## config.mk

```make
export PLATFORM = sky130hd
export DESIGN_NAME = alu_shift_unit
export DESIGN_NICKNAME = d
export VERILOG_FILES = /design/src/hdl/shift_unit_pkg.sv /design/src/hdl/shift_decode.sv /design/src/hdl/shift_step.sv /design/src/hdl/alu_shift_unit.sv
export SDC_FILE = /design/constraint.sdc
export NUM_CORES = 1
export LEC_CHECK = 0
export ABC_AREA = 1
export BUFFER_PORTS_ARGS = -buffer_cell sky130_fd_sc_hd__buf_2
export CORE_MARGIN = 3
export CORE_UTILIZATION = 26
export DETAILED_ROUTE_END_ITERATION = 7
export GPL_TIMING_DRIVEN = 0
export MAX_ROUTING_LAYER = met4
export SLEW_MARGIN = 20
export SYNTH_ARGS = -nofsm -noshare
export SYNTH_HDL_FRONTEND = slang
export SYNTH_SLANG_ARGS = --single-unit
export TNS_END_PERCENT = 20
```

## constraint.sdc

```tcl
create_clock -name clk -period 1.76 [get_ports clk]
set_clock_uncertainty 0.2 [all_clocks]
set_input_delay 0.176 -clock clk [delete_from_list [all_inputs] [get_ports clk]]
set_output_delay 0.176 -clock clk [all_outputs]
set_load 0.05 [all_outputs]
```

## src/hdl/shift_unit_pkg.sv

```systemverilog
// shared constants, encodings and types of the alu shift unit
package shift_unit_pkg;

   localparam int DATA_W = 16;
   localparam int PRODUCT_W = 32;
   localparam int REG_COUNT = 8;
   localparam int SEL_W = 3;
   localparam int IMM_W = 4;
   localparam int COUNT_W = 16;

   // field positions inside the instruction word
   localparam int IMM_LSB = 3;
   localparam int AMOUNT_SEL_LSB = 3;
   localparam int TARGET_SEL_LSB = 0;

   // opcode patterns, upper fields and low tail
   localparam logic [2:0] PRODUCT_TAIL = 3'h5;
   localparam logic [8:0] OP_PRODUCT_LEFT_IMM = 9'h071;
   localparam logic [9:0] OP_PRODUCT_RIGHT_REG = 10'h0E4;
   localparam logic [8:0] OP_PRODUCT_RIGHT_IMM = 9'h070;
   localparam logic [12:0] OP_BYTE_LEFT = 13'h05DF;
   localparam logic [12:0] OP_BYTE_RIGHT = 13'h05DE;
   localparam logic [9:0] OP_LEFT_REG = 10'h0BA;
   localparam logic [8:0] OP_LEFT_IMM = 9'h05A;
   localparam logic [9:0] OP_SIGNED_LEFT_REG = 10'h0B8;
   localparam logic [8:0] OP_SIGNED_LEFT_IMM = 9'h058;
   localparam logic [9:0] OP_RIGHT_REG = 10'h0B9;
   localparam logic [8:0] OP_RIGHT_IMM = 9'h059;
   localparam logic [9:0] OP_SIGNED_RIGHT_REG = 10'h0B7;
   localparam logic [8:0] OP_SIGNED_RIGHT_IMM = 9'h04F;

   // cycles of the fixed byte shift and its distance
   localparam logic [COUNT_W-1:0] BYTE_CYCLES = 16'h0001;
   localparam int BYTE_DIST = 8;

   // values after reset
   localparam logic [DATA_W-1:0] REG_RESET = 16'h0000;
   localparam logic [COUNT_W-1:0] COUNT_RESET = 16'h0000;
   localparam logic [PRODUCT_W-1:0] WORK_RESET = 32'h0000_0000;

   typedef logic [REG_COUNT-1:0][DATA_W-1:0] alu_regs_t;

   typedef enum logic [2:0] {
      ST_IDLE = 3'b001,
      ST_RUN = 3'b010,
      ST_DONE = 3'b100
   } state_t;

   typedef struct packed {
      logic valid;
      logic product;
      logic left;
      logic signed_op;
      logic byte_shift;
      logic use_imm;
      logic flag_overflow;
      logic [IMM_W-1:0] imm;
      logic [SEL_W-1:0] amount_sel;
      logic [SEL_W-1:0] target_sel;
   } shift_op_t;

   typedef struct packed {
      logic en;
      logic [SEL_W-1:0] sel;
      logic [DATA_W-1:0] data;
   } reg_write_t;

   typedef struct packed {
      logic en;
      logic [DATA_W-1:0] high_half;
      logic [DATA_W-1:0] low_half;
   } product_write_t;

endpackage

```

## src/hdl/shift_decode.sv

```systemverilog
// decoder of the shift instruction group
`timescale 1ns/1ps
module shift_decode (
   input wire logic [15:0] instr,
   output shift_unit_pkg::shift_op_t op
);
   import shift_unit_pkg::*;

   wire tail_ok = instr[2:0] == PRODUCT_TAIL;
   wire is_p_left_imm = instr[15:7] == OP_PRODUCT_LEFT_IMM && tail_ok; // RULE_02
   wire is_p_right_reg = instr[15:6] == OP_PRODUCT_RIGHT_REG && tail_ok; // RULE_03
   wire is_p_right_imm = instr[15:7] == OP_PRODUCT_RIGHT_IMM && tail_ok; // RULE_04
   wire is_byte_left = instr[15:3] == OP_BYTE_LEFT; // RULE_06
   wire is_byte_right = instr[15:3] == OP_BYTE_RIGHT; // RULE_07
   wire is_left_reg = instr[15:6] == OP_LEFT_REG; // RULE_11
   wire is_left_imm = instr[15:7] == OP_LEFT_IMM; // RULE_12
   wire is_s_left_reg = instr[15:6] == OP_SIGNED_LEFT_REG; // RULE_13
   wire is_s_left_imm = instr[15:7] == OP_SIGNED_LEFT_IMM; // RULE_14
   wire is_right_reg = instr[15:6] == OP_RIGHT_REG; // RULE_15
   wire is_right_imm = instr[15:7] == OP_RIGHT_IMM; // RULE_16
   wire is_s_right_reg = instr[15:6] == OP_SIGNED_RIGHT_REG; // RULE_17
   wire is_s_right_imm = instr[15:7] == OP_SIGNED_RIGHT_IMM; // RULE_18

   wire is_product = is_p_left_imm | is_p_right_reg | is_p_right_imm;
   wire is_byte = is_byte_left | is_byte_right;
   wire is_left = is_p_left_imm | is_byte_left | is_left_reg | is_left_imm | is_s_left_reg | is_s_left_imm;
   wire is_signed = is_s_left_reg | is_s_left_imm | is_s_right_reg | is_s_right_imm;
   wire is_imm = is_p_left_imm | is_p_right_imm | is_left_imm | is_s_left_imm | is_right_imm | is_s_right_imm;
   wire is_narrow = is_byte | is_left_reg | is_left_imm | is_s_left_reg | is_s_left_imm | is_right_reg
      | is_right_imm | is_s_right_reg | is_s_right_imm;

   assign op.valid = is_product | is_narrow;
   assign op.product = is_product;
   assign op.left = is_left;
   assign op.signed_op = is_signed;
   assign op.byte_shift = is_byte;
   assign op.use_imm = is_imm;
   assign op.flag_overflow = is_left | is_s_right_imm; // RULE_09 RULE_10
   assign op.imm = instr[IMM_LSB +: IMM_W]; // RULE_19
   assign op.amount_sel = instr[AMOUNT_SEL_LSB +: SEL_W];
   assign op.target_sel = instr[TARGET_SEL_LSB +: SEL_W]; // RULE_21
endmodule // shift_decode

```

## src/hdl/shift_step.sv

```systemverilog
// one-position shift step with shift-out and flag hit
`timescale 1ns/1ps
module shift_step #(
   parameter int WIDTH = 16
) (
   input wire logic [WIDTH-1:0] data_in,
   input wire logic left,
   input wire logic signed_op,
   output logic [WIDTH-1:0] data_out,
   output logic out_bit,
   output logic flag_hit
);
   wire sign = data_in[WIDTH-1];
   wire [WIDTH-1:0] left_plain = {data_in[WIDTH-2:0], 1'b0}; // RULE_20
   wire [WIDTH-1:0] left_signed = {sign, data_in[WIDTH-3:0], 1'b0}; // RULE_08
   wire [WIDTH-1:0] right_plain = {1'b0, data_in[WIDTH-1:1]}; // RULE_20
   wire [WIDTH-1:0] right_signed = {sign, sign, data_in[WIDTH-2:1]}; // RULE_08

   // signed left loses the bit below the sign; overflow when it differs from the sign
   wire left_out = signed_op ? data_in[WIDTH-2] : data_in[WIDTH-1];
   wire left_hit = signed_op ? (data_in[WIDTH-2] ^ sign) : data_in[WIDTH-1];

   assign data_out = left ? (signed_op ? left_signed : left_plain) : (signed_op ? right_signed : right_plain);
   assign out_bit = left ? left_out : data_in[0]; // RULE_20
   assign flag_hit = left ? left_hit : data_in[0];
endmodule // shift_step

```

## src/hdl/alu_shift_unit.sv

```systemverilog
// shift section of the microcore alu: register file, product halves and flags
//
// Functional notes
// RULE_01: product operand is high half over low half; product shifts write both back.
// RULE_02: immediate product left shift moves the 32-bit product left by the immediate.
// RULE_03: register product right shift moves the product right by a register value.
// RULE_04: immediate product right shift moves the product right by the immediate.
// RULE_05: variable shifts take as many core cycles as the shift amount.
// RULE_06: byte left shift moves a register left by 8 in one cycle.
// RULE_07: byte right shift moves a register right by 8 in one cycle.
// RULE_08: signed shifts keep the sign bit unchanged throughout.
// RULE_09: every left shift updates shift-out bit and overflow flags.
// RULE_10: right shifts update shift-out and precision loss; signed immediate right updates overflow.
// RULE_11: register left shift moves target left by the amount register.
// RULE_12: immediate left shift moves target left by the immediate.
// RULE_13: signed register left shift keeps the sign bit.
// RULE_14: signed immediate left shift keeps the sign bit.
// RULE_15: register right shift moves target right by the amount register.
// RULE_16: immediate right shift moves target right by the immediate.
// RULE_17: signed register right shift keeps the sign bit.
// RULE_18: signed immediate right shift keeps the sign bit.
// RULE_19: immediate amounts come from a 4-bit field, 0 to 15.
// RULE_20: unsigned shifts fill zeros; shift-out flag holds the last bit out.
// RULE_21: select fields index the register subset; result returns to its source.
// RULE_22: completion is reported and fetch stalled until the count has elapsed.
`timescale 1ns/1ps
module alu_shift_unit (
   input wire logic clk,
   input wire logic rst,
   input wire logic instr_valid,
   input wire logic [15:0] instr,
   input wire shift_unit_pkg::reg_write_t reg_wr,
   input wire shift_unit_pkg::product_write_t product_wr,
   output logic instr_ready,
   output logic stall_fetch,
   output logic op_done,
   output shift_unit_pkg::alu_regs_t alu_general_register_subset,
   output logic [15:0] product_high_half,
   output logic [15:0] product_low_half,
   output logic shift_out_bit_flag,
   output logic shift_overflow_flag,
   output logic precision_loss_flag
);
   import shift_unit_pkg::*;

   state_t state;
   state_t next_state;
   shift_op_t dec;
   shift_op_t op;
   logic [PRODUCT_W-1:0] work;
   logic [COUNT_W-1:0] count;
   logic out_acc;
   logic hit_acc;

   // decode of the incoming word
   shift_decode u_decode (
      .instr(instr),
      .op(dec)
   );

   wire in_idle = state == ST_IDLE;
   wire in_run = state == ST_RUN;
   wire in_done = state == ST_DONE;

   // words that are not shifts are not taken; the sequencer routes them elsewhere
   wire accept = instr_valid && in_idle && dec.valid;

   // amount and operand as seen at the accept edge
   wire [COUNT_W-1:0] imm_amount = {{(COUNT_W-IMM_W){1'b0}}, dec.imm}; // RULE_19
   wire [COUNT_W-1:0] reg_amount = alu_general_register_subset[dec.amount_sel];
   wire [COUNT_W-1:0] var_amount = dec.use_imm ? imm_amount : reg_amount;
   wire [COUNT_W-1:0] start_count = dec.byte_shift ? BYTE_CYCLES : var_amount; // RULE_05
   wire [PRODUCT_W-1:0] product_operand = {product_high_half, product_low_half}; // RULE_01
   wire [PRODUCT_W-1:0] narrow_operand = {16'h0000, alu_general_register_subset[dec.target_sel]}; // RULE_21
   wire [PRODUCT_W-1:0] start_work = dec.product ? product_operand : narrow_operand;

   // one-bit steps for the 16-bit registers and for the product
   logic [DATA_W-1:0] narrow_next;
   logic narrow_out;
   logic narrow_hit;
   logic [PRODUCT_W-1:0] wide_next;
   logic wide_out;
   logic wide_hit;

   shift_step #(
      .WIDTH(DATA_W)
   ) u_narrow_step (
      .data_in(work[DATA_W-1:0]),
      .left(op.left),
      .signed_op(op.signed_op),
      .data_out(narrow_next),
      .out_bit(narrow_out),
      .flag_hit(narrow_hit)
   );

   // product shifts have no signed form
   shift_step #(
      .WIDTH(PRODUCT_W)
   ) u_wide_step (
      .data_in(work),
      .left(op.left),
      .signed_op(1'b0),
      .data_out(wide_next),
      .out_bit(wide_out),
      .flag_hit(wide_hit)
   );

   // byte shift moves all eight positions in its single cycle
   wire [DATA_W-1:0] byte_left = {work[DATA_W-BYTE_DIST-1:0], 8'h00}; // RULE_06
   wire [DATA_W-1:0] byte_right = {8'h00, work[DATA_W-1:BYTE_DIST]}; // RULE_07
   wire [DATA_W-1:0] byte_next = op.left ? byte_left : byte_right;
   wire byte_out = op.left ? work[BYTE_DIST] : work[BYTE_DIST-1];
   wire byte_hit = op.left ? (|work[DATA_W-1:BYTE_DIST]) : (|work[BYTE_DIST-1:0]);

   // step selection
   wire [PRODUCT_W-1:0] step_narrow = {16'h0000, op.byte_shift ? byte_next : narrow_next};
   wire [PRODUCT_W-1:0] step_next = op.product ? wide_next : step_narrow;
   wire step_out = op.product ? wide_out : (op.byte_shift ? byte_out : narrow_out);
   wire step_hit = op.product ? wide_hit : (op.byte_shift ? byte_hit : narrow_hit);
   wire last_step = count == BYTE_CYCLES;

   // writeback targets of the finishing shift
   wire wb_product = in_done && op.product; // RULE_01
   wire wb_narrow = in_done && !op.product; // RULE_21

   // handshake toward the sequencer
   assign instr_ready = in_idle;
   assign stall_fetch = !in_idle; // RULE_22
   assign op_done = in_done; // RULE_22

   // next state
   always_comb begin
      next_state = state;
      case (state)
         ST_IDLE: begin
            if (accept) begin
               // a zero amount skips the run phase and finishes at once
               next_state = (start_count == COUNT_RESET) ? ST_DONE : ST_RUN;
            end
         end
         ST_RUN: begin
            if (last_step) begin
               next_state = ST_DONE; // RULE_05
            end
         end
         ST_DONE: begin
            next_state = ST_IDLE;
         end
         default: begin
            next_state = ST_IDLE;
         end
      endcase
   end

   always_ff @(posedge clk) begin
      if (rst) begin
         state <= ST_IDLE;
      end else begin
         state <= next_state;
      end
   end

   // captured instruction stays stable for the whole shift
   always_ff @(posedge clk) begin
      if (rst) begin
         op <= '0;
      end else if (accept) begin
         op <= dec;
      end
   end

   // working copy and cycle counter
   always_ff @(posedge clk) begin
      if (rst) begin
         work <= WORK_RESET;
         count <= COUNT_RESET;
      end else if (accept) begin
         work <= start_work;
         count <= start_count; // RULE_05
      end else if (in_run) begin
         work <= step_next; // RULE_02 RULE_03 RULE_04 RULE_11 RULE_12 RULE_15 RULE_16
         count <= count - 16'h0001; // RULE_05
      end
   end

   // flag accumulators: last bit out, and any hit along the way
   always_ff @(posedge clk) begin
      if (rst) begin
         out_acc <= 1'b0;
         hit_acc <= 1'b0;
      end else if (accept) begin
         out_acc <= 1'b0;
         hit_acc <= 1'b0;
      end else if (in_run) begin
         out_acc <= step_out; // RULE_20
         hit_acc <= hit_acc | step_hit;
      end
   end

   // condition flags are loaded only when a shift finishes
   always_ff @(posedge clk) begin
      if (rst) begin
         shift_out_bit_flag <= 1'b0;
         shift_overflow_flag <= 1'b0;
         precision_loss_flag <= 1'b0;
      end else if (in_done) begin
         shift_out_bit_flag <= out_acc; // RULE_09 RULE_10
         if (op.flag_overflow) begin
            shift_overflow_flag <= hit_acc; // RULE_09 RULE_10
         end else begin
            precision_loss_flag <= hit_acc; // RULE_10
         end
      end
   end

   // register file: the finishing shift wins over an outside write to the same register
   always_ff @(posedge clk) begin
      if (rst) begin
         alu_general_register_subset <= '0;
      end else begin
         if (reg_wr.en) begin
            alu_general_register_subset[reg_wr.sel] <= reg_wr.data;
         end
         if (wb_narrow) begin
            alu_general_register_subset[op.target_sel] <= work[DATA_W-1:0]; // RULE_21 RULE_08 RULE_13 RULE_14 RULE_17 RULE_18
         end
      end
   end

   // product halves: loaded by the multiplier, both rewritten by product shifts
   always_ff @(posedge clk) begin
      if (rst) begin
         product_high_half <= REG_RESET;
         product_low_half <= REG_RESET;
      end else if (wb_product) begin
         product_high_half <= work[PRODUCT_W-1:DATA_W]; // RULE_01
         product_low_half <= work[DATA_W-1:0]; // RULE_01
      end else if (product_wr.en) begin
         product_high_half <= product_wr.high_half;
         product_low_half <= product_wr.low_half;
      end
   end

endmodule // alu_shift_unit

```

==> results of run 1 <==
-- sequential cells by signal, summed over array words and instances (netlist names), 3 cells and up --
| name | cells |
|---|---|
| product_high_half | 16 |
| work | 32 |
| count | 16 |
| alu_general_register_subset | 128 |
| product_low_half | 16 |
| state | 3 |
| op | 8 |
-- power breakdown --
group,total [mW],leakage [nW],internal (mW),switching [mW]
clock,5.51,0.414,3.17,2.34
combinational,2.23,5.71,0.629,1.60
sequential,5.32,1.85,5.17,0.144
total,13.1,7.97,8.98,4.08
-- stage by stage --
stage                     area [µm²]  worst slack [ps]
final                          18970            -239.1
after global routing           18970            -283.4
after CTS                      17920            -176.4
after detailed placement       15970             -1007
after global placement         15970             -1031
after floorplan                13960            -344.2
-- layer usage --
metal	GRT usage (%)	up-vias	part of all wire, %
li1	-	8145	-
met1	36.36	8349	43
met2	40.77	985	43
met3	4.396	230	8.8
met4	10.42	0	4.7
met5	-	-	0
-- cell type report --
type | instances | area (µm²) | area share (%)
Sequential cell | 224 | 4582 | 24.15
Timing Repair Buffer | 337 | 2316 | 12.21
Clock inverter | 12 | 115.1 | 0.6068
Tap cell | 680 | 850.8 | 4.485
Clock buffer | 35 | 725.7 | 3.826
Buffer | 170 | 1184 | 6.240
Multi-Input combinational cell | 1623 | 8393 | 44.25
Inverter | 205 | 803.3 | 4.235
-- worst reg2reg max path, delay by kind of cell (launching register included) --
family,cells,cell delay (ps)
AND/OR/NAND/NOR,4,680
AO/OA/AOI/OAI,1,70
flip-flops,1,360
buffers and inverters,4,520
-- repair_timing --
action | in CTS | in global routing
hold endpoints to repair | 54 | 0
pin swaps | 27 | 75
gates cloned | 4 | 5
hold buffers | 52 | 0
endpoints found under the setup margin | 233 | 219
setup buffers | 11 | 33
gates resized for setup | 212 | 306
-- logic make-up (layout without fill, tap and decap cells) --
kind of cell / after synthesis / in the layout / share of synthesized area [%]
AND/OR/NAND/NOR: 808 / 808 / 24.34
AO/OA/AOI/OAI: 802 / 802 / 30.78
adder cells (fa/ha/maj): 3 / 3 / 0.2733
XOR/XNOR: 10 / 10 / 0.6376
flip-flops: 224 / 224 / 32.64
buffers and inverters: 377 / 759 / 11.33
-- worst paths after layout --
path | startpoint | to | cells after the start
worst max register to register | state[2] | alu_general_register_subset[27] | 9
worst max-delay path | state[2] | alu_general_register_subset[27] | 9
worst min register to register | precision_loss_flag | precision_loss_flag | 2
worst min-delay path | instr[5] | count[6] | 6
-- synthesized netlist by cell type (2+ instances only) --
| cell type | number | area (µm²) |
|---|---|---|
| o21ai_0 | 485 | 2427 |
| nand2_1 | 465 | 1745 |
| a21oi_1 | 228 | 1141 |
| dfxtp_1 | 224 | 4484 |
| nor2_1 | 193 | 724.4 |
| inv_1 | 192 | 720.7 |
| clkbuf_1 | 120 | 450.4 |
| nand3_1 | 87 | 435.4 |
| o211ai_1 | 49 | 367.9 |
| buf_2 | 37 | 185.2 |
| nor3_1 | 14 | 70.07 |
| a31oi_1 | 10 | 62.56 |
| nor2_2 | 10 | 62.56 |
| o21ai_2 | 10 | 87.58 |
| or2_2 | 9 | 56.30 |
| inv_2 | 8 | 30.03 |
| nand4_1 | 8 | 50.05 |
| nand2_2 | 7 | 43.79 |
| xor2_1 | 7 | 61.31 |
| o21ai_1 | 6 | 30.03 |
| buf_4 | 5 | 37.54 |
| o22ai_1 | 5 | 31.28 |
| buf_6 | 4 | 45.04 |
| clkinv_1 | 4 | 15.01 |
| buf_1 | 3 | 11.26 |
| ha_1 | 3 | 37.54 |
| nand3b_1 | 3 | 22.52 |
| xnor2_1 | 3 | 26.28 |
| buf_12 | 2 | 40.04 |
| nand2_4 | 2 | 22.52 |
| nand3_2 | 2 | 20.02 |
| nor2_4 | 2 | 22.52 |
| nor3_2 | 2 | 20.02 |
| nor3_4 | 2 | 32.53 |
| o2111ai_1 | 2 | 17.52 |
| o311ai_0 | 2 | 17.52 |
-- cells in the final DEF, fill, tap and decap left out, types with 6 or more instances in the layout --
master / instances
nor3_1: 9
o211ai_1: 49
dfxtp_1: 166
buf_2: 240
nor2_2: 14
o21ai_2: 43
a21oi_1: 198
nor3_4: 6
dfxtp_2: 48
dlygate4sd3_1: 52
nand2_1: 452
xor2_1: 7
buf_6: 28
nand2_2: 15
buf_12: 13
clkbuf_4: 11
clkinv_2: 8
nand3_1: 69
clkbuf_16: 33
o21ai_1: 100
clkbuf_1: 70
a31oi_1: 10
inv_2: 19
or2_2: 7
o21ai_0: 354
nor2_1: 172
buf_8: 12
nor2_4: 19
inv_1: 178
dfxtp_4: 10
clkbuf_2: 29
buf_4: 46
nand4_1: 8
nand3_2: 18
a21oi_2: 30
==> summary.md, run 1 <==
| Metric | Value |
|---|---|
| Outcome | `complete, but fails checks` |
| Violations in the final reports | `setup timing` |
| Netlist cell types | `45` |
| Die Wd | `235.9 µm` |
| Clock latency on the worst-skew pair | `570 ps` |
| Via count | `~18000` |
| Period Utilization, post-route | `113.6%` |
| Area Growth Syn to Fin | `38.08%` |
| Gate Count Post-Synth | `between 2000 and 2500` |
| Clock Path Buffers | `3` |
| Drt total wl | `78270 µm` |
| Die area | `0.05563 mm²` |
| Slew HR | `between 10% and 20%` |
| Maxcap violations | `0` |
| CP Buf/Inv Count | `4` |
| CTS Buf Count | `26` |
| Iteration-0 DRC Markers | `1956` |
| Root Driver | `clkbuf_16` |
| Avg Cell Area, Syn | `roughly 6.2 µm²` |
| 1st-pass router iterations | `5` |
| Initial antenna violation count | `0` |
| RSZ-0062 raised after global routing | `true` |
| Post-synth EDFFs | `0` |
| Largest fanout on the critical path | `10` |
| Drt via density | `5.389` |
| Max Clk Rate | `500.2 MHz` |
| Residual DRC count | `0` |
| CTS tree | `done` |
| R2r setup slk | `-240 ps` |
| Critical path type | `flop to flop` |
| Hold Fails Final Rpt | `0` |
| Vias in the first global route | `16060` |
| Max Slew Vio Count | `0` |
| Final Core Density | `between 30 and 40%` |
| Number of synthesis warnings | `0` |
| Delay-heaviest family, CP | `simple AND/OR/NAND/NOR gates` |
| Endpoints failing setup | `184` |
| IO Count | `around 240` |
| Port bufs | `roughly 230` |
| Remaining antenna violation count | `0` |
| Worst path required time | `1950 ps` |
| First-pass GRT wire length | `110100 µm` |
| Worst min path class | `input pin to flop` |
| CP Data Arrival Time | `2190 ps` |
| Share of cells above drive strength 1 | `26.44%` |
| LEAKAGE | `roughly 8 nW` |
| Primary FF master, synth | `dfxtp_1` |
| Clock sink total | `224` |
| CP startpoint kind | `flop` |
| Final Non-Filler Cells | `3286` |
| Tot Pwr | `around 13 mW` |
| Clock H-tree levels | `1` |
| PnR worst setup slack | `-239.1 ps` |
| Total gr overflow | `0` |
| Die height | `~240 µm` |
| Placed cell count | `3136` |
| Pin count of the biggest net entering global routing | `13` |
| Total Nets Final | `2662` |
| Slowest-stage cell, CP | `dfxtp_2` |
| Minimum clock period | `1999 ps` |
| WL per Instance | `23.82 µm` |
| Fraction of the yosys area taken by sequential cells | `32.64%` |
| CP max stage delay | `~360 ps` |
| Rows | `83` |
| Max IR drop VDD | `0.7098 mV` |
| Initial Utilization | `26.51%` |
| Total Routing Usage GR | `between 20% and 30%` |
| Worst setup EP type | `flop` |
| Crit-path cells | `inv_2 > nor3_4 > inv_2 > nor2_4 > buf_12 > nand2_8 > nor2_4 > clkbuf_8 > a21oi_1` |
| Yosys reg bits | `224` |
| Core area | `a little over 0.05 mm²` |
| # diodes | `0` |
| Fillers | `5566` |
| Dpl hpwl | `58260 µm` |
| Post-synth net total | `2299` |
| Power Density | `688.4 mW/mm²` |
| Final hold slack | `68.89 ps` |
| Final Wtd Congestion | `approximately 1.0` |
| Synth async-reset ratio | `0%` |
| Worst-Margin Slew | `roughly 1200 ps` |
| Cell Area, Synth | `0.01374 mm²` |
| Post-Route Setup TNS | `-18940 ps` |
| Clock-pin slew on the worst setup and hold paths | `60 ps` |
No activity file was read; power rests on OpenSTA's default activity.
==> run 2, diff against run 1 <==
Settings changed: SLEW_MARGIN 20 to 15, SYNTH_HIERARCHICAL set to 1.
==> run 2 against run 1 <==
Clock power increased by 3%. Global-route usage up 1.4 points. Largest cell class unchanged. Cell area rose by 3.1%. Synthesized cell count up 2.8%. Critical path type unchanged. Combinational power is 2% higher. The run still ends with setup timing left. Worst hold slack got worse by 26 ps. Critical path depth unchanged.
==> summary.md, run 2 <==
| Metric | Value |
|---|---|
| WHS Endpoint | `count[2]` |
| Die area | `0.05832 mm² (+4.8%)` |
| Max IR drop VDD | `0.3962 mV (-44%)` |
| Final hold slack | `43.04 ps (-25.85 ps)` |
| Number of synthesis warnings | `6 (+6)` |
| Max Clk Rate | `475.9 MHz (-4.9%)` |
| Initial Utilization | `26.53% (about the same)` |
| Slew HR | `19.08% (+2.1 points)` |
| Switch share | `31.08% (-0.18 points)` |
| Cells on Worst Hold Path | `6 (unchanged)` |
| Drt via density | `5.521 (+2.5%)` |
| 1st-pass router iterations | `6 (+1)` |
| First-pass GRT wire length | `121100 µm (+9.9%)` |
| RSZ-0062 raised after global routing | `true` |
| Share of cells above drive strength 1 | `25.34% (-1.1 points)` |
| Final Wtd Congestion | `1.096 (+4.9%)` |
| Synth cell count leaders | `447 x nand2_1, 434 x o21ai_0, 236 x a21oi_1` |
| Rows | `85 (+2.4%)` |
| Vias in the first global route | `17130 (+6.6%)` |
| Slowest-stage cell, CP | `dfxtp_4` |
| Hold Fails Final Rpt | `0 (unchanged)` |
| Largest register FFs | `128 (unchanged)` |
| Primary FF master, synth | `dfxtp_1` |
| CP Data Arrival Time | `2400 ps (+210 ps)` |
| Root Driver | `clkbuf_16` |
| PnR worst setup slack | `-341.2 ps (-102.1 ps)` |
| Largest fanout on the critical path | `7 (-3)` |
| Largest Register | `alu_general_register_subset` |
| Delay-heaviest family, CP | `simple AND/OR/NAND/NOR gates` |
| Area share of the leading cell type in the synthesized netlist | `31.10% (-1.5 points)` |
| Biggest regs | `alu_general_register_subset: 128 flops, work: 32 flops` |
| Avg Cell Area, Syn | `6.305 µm² (+2.1%)` |
| Post-synth top area cell | `dfxtp_1` |
| Dpl ws | `-1094 ps (-86.51 ps)` |
| Register-to-Register Path Depth | `9 (unchanged)` |
| LEAKAGE | `8.151 nW (+2.3%)` |
| Placed cell count | `3264 (+4.1%)` |
| Period Utilization, post-route | `119.4% (+5.8 points)` |
| Worst min path class | `input pin to flop` |
| Total Routing Usage GR | `28.48% (+1.4 points)` |
| Clock-pin slew on the worst setup and hold paths | `60 ps (about the same)` |
| Area Growth Syn to Fin | `35.64%` |
| Most frequent cell after synthesis | `nand2_1` |
| Worst path required time | `2060 ps (+110 ps)` |
| Most frequent cells in the layout | `441 x nand2_1, 301 x o21ai_0, 232 x buf_2, 211 x dfxtp_1, 203 x a21oi_1` |
| Drt total wl | `86130 µm (+10%)` |
| Netlist cell types | `43 (-4.4%)` |
| R2r setup slk | `-340 ps (-100 ps)` |
| Crit-path cells | `nor3_4 > inv_2 > nor2_4 > nand2_4 > buf_12 > nor2_4 > buf_6 > o21ai_1 > a21oi_1` |
| Total Nets Final | `2731 (+2.6%)` |
| Worst-Margin Slew | `1205 ps (-41.47 ps)` |
| Leading post-synthesis cells by cell area | `dfxtp_1 31%, o21ai_0 15%, nand2_1 12%` |
| Clock Path Buffers | `3 (unchanged)` |
| RR Startpoint | `state[0]` |
| Critical path type | `flop to flop` |
| Endpoints failing setup | `217 (+18%)` |
| Fraction of the yosys area taken by sequential cells | `31.10% (-1.5 points)` |
| Clock sink total | `224 (unchanged)` |
| Comb pwr share | `17.1% (about the same)` |
| Power Density | `680.8 mW/mm² (-1.1%)` |
| CTS Buf Count | `27 (+3.8%)` |
| Remaining antenna violation count | `0 (unchanged)` |
| Outcome | `complete, but fails checks` |
| Post-synth EDFFs | `0 (unchanged)` |
| Die height | `241.5 µm (+2.4%)` |
| Clock latency on the worst-skew pair | `570 ps (about the same)` |
| Switching power | `4.139 mW (+1.4%)` |
| CP max stage delay | `350 ps (about the same)` |
| Cell Area, Synth | `0.01442 mm² (+5.0%)` |
| Dpl hpwl | `62240 µm (+6.8%)` |
| Iteration-0 DRC Markers | `2517 (+29%)` |
| CP startpoint kind | `flop` |
| Total gr overflow | `0 (unchanged)` |
| Pint | `9.177 mW (+2.2%)` |
| Port bufs | `236 (+1.7%)` |
| Max Slew Vio Count | `0 (unchanged)` |
| R2r endpoint | `alu_general_register_subset[59]` |
| Minimum clock period | `2101 ps (+102.1 ps)` |
| Via count | `18860 (+6.5%)` |
| Final Non-Filler Cells | `3416 (+4.0%)` |
| Commonest non-fill, non-tap cell in the layout | `nand2_1` |
| Clock share of power | `42.8% (+0.6 points)` |
| Gate Count Post-Synth | `2287 (+2.8%)` |
| Initial antenna violation count | `1 (+1)` |
| Yosys reg bits | `224 (unchanged)` |
| Maxcap violations | `0 (unchanged)` |
| Sequential share of power | `40.1% (-0.6 points)` |
| Clock H-tree levels | `1 (unchanged)` |
| Pin count of the biggest net entering global routing | `13 (unchanged)` |
| CTS tree | `done` |
| Worst setup EP type | `flop` |
| Synth async-reset ratio | `0% (unchanged)` |
| Cell mode on critical path | `nor2_4` |
| Final Core Density | `35.99% (-0.61 points)` |
| Violations in the final reports | `setup timing` |
| Residual DRC count | `0 (unchanged)` |
| Core area | `0.05435 mm² (+4.9%)` |
| Worst hold start | `instr[5]` |
| IO Count | `238 (unchanged)` |
| CP Buf/Inv Count | `3 (-1)` |
| WL per Instance | `25.21 µm (+5.9%)` |
| Die Wd | `241.5 µm (+2.4%)` |
-- run 2: per-layer routing --
layer / routed length [µm] / share of wire, % / global-route usage (%) / up-vias
li1: - / - / - / 8465
met1: 35850 / 42 / 37.68 / 8917
met2: 35790 / 42 / 40.90 / 1220
met3: 9487 / 11 / 6.270 / 259
met4: 5008 / 5.8 / 13.82 / 0
met5: 0 / 0 / - / -
-- run 2: worst max path at each step --
stage	depth (start not counted)	slack (ps)	startpoint	end
2_1_floorplan	8	-220	state[0]	alu_general_register_subset[75]
5_1_grt	9	-410	state[0]	alu_general_register_subset[82]
4_1_cts	8	-360	alu_general_register_subset[7]	state[1]
3_5_place_dp	10	-1090	instr[1]	work[8]
3_3_place_gp	10	-1190	instr[1]	work[13]
6_report	9	-340	state[0]	alu_general_register_subset[59]
-- run 2: final cells by class --
cell class / count / area [µm²]
Inverter: 217 / 842.1
Fill cell: 5932 / 34790
Clock inverter: 10 / 103.9
Tap cell: 739 / 924.6
Antenna cell: 1 / 2.502
Buffer: 202 / 1468
Timing Repair Buffer: 341 / 2352
Multi-Input combinational cell: 1644 / 8584
Sequential cell: 224 / 4506
Clock buffer: 38 / 777.0
-- run 2: cells by family after synthesis --
family                   synth area share [%]
AO/OA/AOI/OAI                           30.71
AND/OR/NAND/NOR                         24.62
buffers and inverters                   13.13
flip-flops                              31.10
XOR/XNOR                               0.2430
adder cells (fa/ha/maj)                0.1735
other                                 0.02601
-- run 2: repair_timing --
item / 4_1_cts / 5_1_grt
pin swaps: 23 / 33
gates cloned: 14 / 5
gates resized for setup: 335 / 158
hold buffers: 48 / 0
setup endpoints to repair: 249 / 227
hold endpoints to repair: 48 / 0
buffers inserted: 20 / 19
-- run 2: power groups by stage --
stage                     combinational (mW)  clock [mW]  sequential, mW
after floorplan                        0.878           0            5.72
after global placement                  1.99           0            5.44
after detailed placement                1.98           0            5.44
after CTS                               2.13        5.73            5.33
after global routing                    2.38        5.92            5.34
final                                   2.28        5.70            5.34
-- run 2: metrics by stage --
stage | total power [mW] | TNS (ps) | cell area (µm²)
6_report | 13.32 | -42590 | 19560
5_1_grt | 13.65 | -57700 | 19560
4_1_cts | 13.19 | -39830 | 18960
3_5_place_dp | 7.421 | -120570 | 16570
3_3_place_gp | 7.430 | -119470 | 16560
2_1_floorplan | 6.599 | -35480 | 14460
-- run 2: tightest hold or removal path, delay by kind of cell --
family | cells | cell delay (ps)
buf+inv | 2 | 260
simple gates | 3 | 260
compound gates | 1 | 60
==> run 3, diff against run 2 <==
Settings changed: ABC_AREA 1 to unset, CORE_UTILIZATION 26 to 40.
==> run 3 against run 2 <==
The run still ends with setup timing left. Combinational power fell by 19%. Cell area shrank 2.1%. Worst hold slack got worse by 20 ps.
==> summary.md, run 3 <==
| Metric | Value |
|---|---|
| Largest Register | `alu_general_register_subset` |
| Total Routing Usage GR | `32.40% (+3.9 points)` |
| Period Utilization, post-route | `151.7% (+32 points)` |
| Leading post-synthesis cells by cell area | `dfxtp_1 33%, mux2i_1 14%, a211oi_1 10%` |
| Delay-heaviest family, CP | `simple AND/OR/NAND/NOR gates` |
| Hold Fails Final Rpt | `0 (unchanged)` |
| Core area | `0.03362 mm² (-38%)` |
| Top Usage Layer GRT | `met2` |
| Total gr overflow | `0 (unchanged)` |
| Worst min path class | `input pin to flop` |
| Yosys reg bits | `224 (unchanged)` |
| PnR worst setup slack | `-909.5 ps (-568.3 ps)` |
| Number of synthesis warnings | `6 (unchanged)` |
| Port bufs | `216 (-8.5%)` |
| Area Growth Syn to Fin | `39.91%` |
| Netlist cell types | `64 (+49%)` |
| Maxcap violations | `0 (unchanged)` |
| Slew HR | `27.35% (+8.3 points)` |
| Clock Path Buffers | `3 (unchanged)` |
| Power Density | `685.3 mW/mm² (+0.67%)` |
| Via count | `14220 (-25%)` |
| Final hold slack | `23.15 ps (-19.88 ps)` |
| GR Util met1 | `43.83% (+6.1 points)` |
| Iteration-0 DRC Markers | `1416 (-44%)` |
| Dpl hpwl | `42840 µm (-31%)` |
| Die Wd | `191.0 µm (-21%)` |
| Clock H-tree levels | `1 (unchanged)` |
| Fraction of the yosys area taken by sequential cells | `32.77% (+1.7 points)` |
| Vias in the first global route | `13350 (-22%)` |
| Biggest regs | `alu_general_register_subset: 128 flops, work: 32 flops` |
| Switching power | `3.692 mW (-11%)` |
| M3 GR Usage | `8.436% (+2.2 points)` |
| Residual DRC count | `0 (unchanged)` |
| Gate Count Post-Synth | `1480 (-35%)` |
| Cell mode on critical path | `or4_4` |
| Endpoints failing setup | `193 (-11%)` |
| Largest register FFs | `128 (unchanged)` |
| Largest fanout on the critical path | `2 (-5)` |
| Clock-pin slew on the worst setup and hold paths | `60 ps (about the same)` |
| First-pass GRT wire length | `87110 µm (-28%)` |
| Minimum clock period | `2669 ps (+568.3 ps)` |
| Routing usage on met2 | `47.53% (+6.6 points)` |
| Root Driver | `clkbuf_16` |
| CP startpoint kind | `flop` |
| Violations in the final reports | `setup timing` |
| Total Nets Final | `1907 (-30%)` |
| Fillers | `2989 (-50%)` |
| Drt via density | `6.184 (+12%)` |
| Share of cells above drive strength 1 | `40.01% (+15 points)` |
| Max Slew Vio Count | `0 (unchanged)` |
| Dpl ws | `-1746 ps (-652.5 ps)` |
| LEAKAGE | `8.327 nW (+2.2%)` |
| Pin count of the biggest net entering global routing | `14 (+1)` |
| Clock share of power | `45.4% (+2.6 points)` |
| Initial Utilization | `40.71% (+14 points)` |
| Placed cell areas | `0.01573 mm² (-5.1%)` |
| Critical path type | `flop to flop` |
| Pint | `9.430 mW (+2.8%)` |
| Worst-Margin Slew | `1090 ps (-114.9 ps)` |
| Remaining antenna violation count | `0 (unchanged)` |
| CP Buf/Inv Count | `0 (-3)` |
| Most frequent cells in the layout | `215 x buf_2, 197 x nor2_1, 194 x mux2i_1, 194 x dfxtp_1, 144 x a211oi_1` |
| Worst setup EP type | `flop` |
| Post-synth top area cell | `dfxtp_1` |
| Primary FF master, synth | `dfxtp_1` |
| CP Data Arrival Time | `2900 ps (+500 ps)` |
| IO Count | `238 (unchanged)` |
| Worst path required time | `1990 ps (-70 ps)` |
| Avg Cell Area, Syn | `9.247 µm² (+47%)` |
| Crit-path cells | `mux4_2 > or4_4 > nand3_2 > o41ai_4 > or4_4 > o221a_1` |
| CP max stage delay | `570 ps (+220 ps)` |
| 1st-pass router iterations | `5 (-1)` |
| Initial antenna violation count | `0 (-1)` |
| Post-synth EDFFs | `0 (unchanged)` |
| Max Clk Rate | `374.6 MHz (-21%)` |
| Max IR drop VDD | `0.6158 mV (+55%)` |
| Die area | `0.03647 mm² (-37%)` |
| Final Core Density | `56.96% (+21 points)` |
| CTS Buf Count | `27 (unchanged)` |
| Clock latency on the worst-skew pair | `570 ps (about the same)` |
| Clock sink total | `224 (unchanged)` |
| Die height | `191.0 µm (-21%)` |
| Synth cell count leaders | `233 x nor2_1, 224 x dfxtp_1, 197 x mux2i_1` |
| CTS tree | `done` |
| Comb pwr share | `14.0% (-3.1 points)` |
| Rows | `67 (-21%)` |
| Final instance area | `0.01915 mm² (-2.1%)` |
| Synth async-reset ratio | `0% (unchanged)` |
| Area share of the leading cell type in the synthesized netlist | `32.77% (+1.7 points)` |
| Sequential share of power | `40.6% (+0.5 points)` |
| Most frequent cell after synthesis | `nor2_1` |
| Cell Area, Synth | `0.01369 mm² (-5.1%)` |
| Outcome | `complete, but fails checks` |
| WL per Instance | `26.50 µm (+5.1%)` |
| Commonest non-fill, non-tap cell in the layout | `buf_2` |
| Switch share | `28.13% (-3.0 points)` |
| Drt total wl | `60950 µm (-29%)` |
| # diodes | `0 (-1)` |
| RSZ-0062 raised after global routing | `true` |
| Final Wtd Congestion | `0.9469 (-14%)` |
| Slowest-stage cell, CP | `or4_4` |
## run 3: cell types whose count changed in the layout (fill, tap and decap cells not counted), sizes merged, moves of 49 or more
cell	change
a211oi	+190
a21oi	-208
buf	-52
inv	-197
mux2	+57
mux2i	+197
mux4	+56
nand2	-401
nand3	-163
nor2	+99
nor3	+49
o211ai	-54
o21ai	-454
## run 3: area by class of cell
| type | count | area [µm²] | area share, % |
|---|---|---|---|
| plain buffers | 172 | 1450 | 7.574 |
| clock buffers | 39 | 800.8 | 4.182 |
| clock inverters | 9 | 130.1 | 0.6796 |
| inverters | 12 | 45.04 | 0.2352 |
| multi-input cells | 1069 | 9340 | 48.78 |
| flip-flops and latches | 224 | 4549 | 23.76 |
| well taps | 448 | 560.5 | 2.928 |
| repair buffers | 327 | 2271 | 11.86 |
## run 3: metrics by stage
step                instances  power [mW]  setup TNS, ps
CTS                      2270       13.04         -36130
global placement         2148       7.023        -177410
floorplan                1484       6.504         -46810
finish                   2300       13.12         -39330
global route             2300       13.43         -55480
detailed placement       2149       7.040        -174590
## run 3: worst min-delay path, stage by stage
cell and delay, ps:
buf_6 120, nand2b_4 100, o21ai_1 70, buf_4 130
nand2_1 60, a21oi_1 60
## run 3: repair_timing
item	CTS	global route
pin swaps	13	38
hold endpoints to repair	152	0
cloned	4	6
setup buffers	16	28
hold buffers	56	0
resized for setup	206	211
setup endpoints to repair	223	224
## run 3: worst paths after layout
check / endpoint / slack (ps) / cells after the start / startpoint
setup reg to reg: state[1] / -910 / 6 / alu_general_register_subset[123]
hold reg to reg: shift_overflow_flag / 260 / 2 / shift_overflow_flag
setup / recovery: state[1] / -910 / 6 / alu_general_register_subset[123]
hold / removal: op[14] / 20 / 6 / instr[7]
## run 3: cell families (layout without fill, tap and decap cells)
kind of cell	Yosys count	in the layout	synth area share, %
multiplexers	310	310	29.22
other	1	5	0.02740
AO/OA/AOI/OAI	309	309	16.69
adder cells (fa/ha/maj)	2	2	0.1828
XOR/XNOR	1	1	0.06401
buffers and inverters	191	559	6.363
flip-flops	224	224	32.77
AND/OR/NAND/NOR	442	442	14.68
## run 3: power groups by stage
| stage | logic, mW | registers (mW) | clock network, mW |
|---|---|---|---|
| after floorplan | 0.750 | 5.75 | 0 |
| after global placement | 1.60 | 5.43 | 0 |
| after detailed placement | 1.61 | 5.43 | 0 |
| after CTS | 1.76 | 5.32 | 5.97 |
| after global routing | 1.92 | 5.34 | 6.17 |
| final | 1.84 | 5.33 | 5.96 |
## run 3: per-layer routing
metal / wire (µm) / share of wire (%)
met4: 2233 / 3.7
met2: 26570 / 44
met5: 0 / 0
met1: 25350 / 42
met3: 6796 / 11
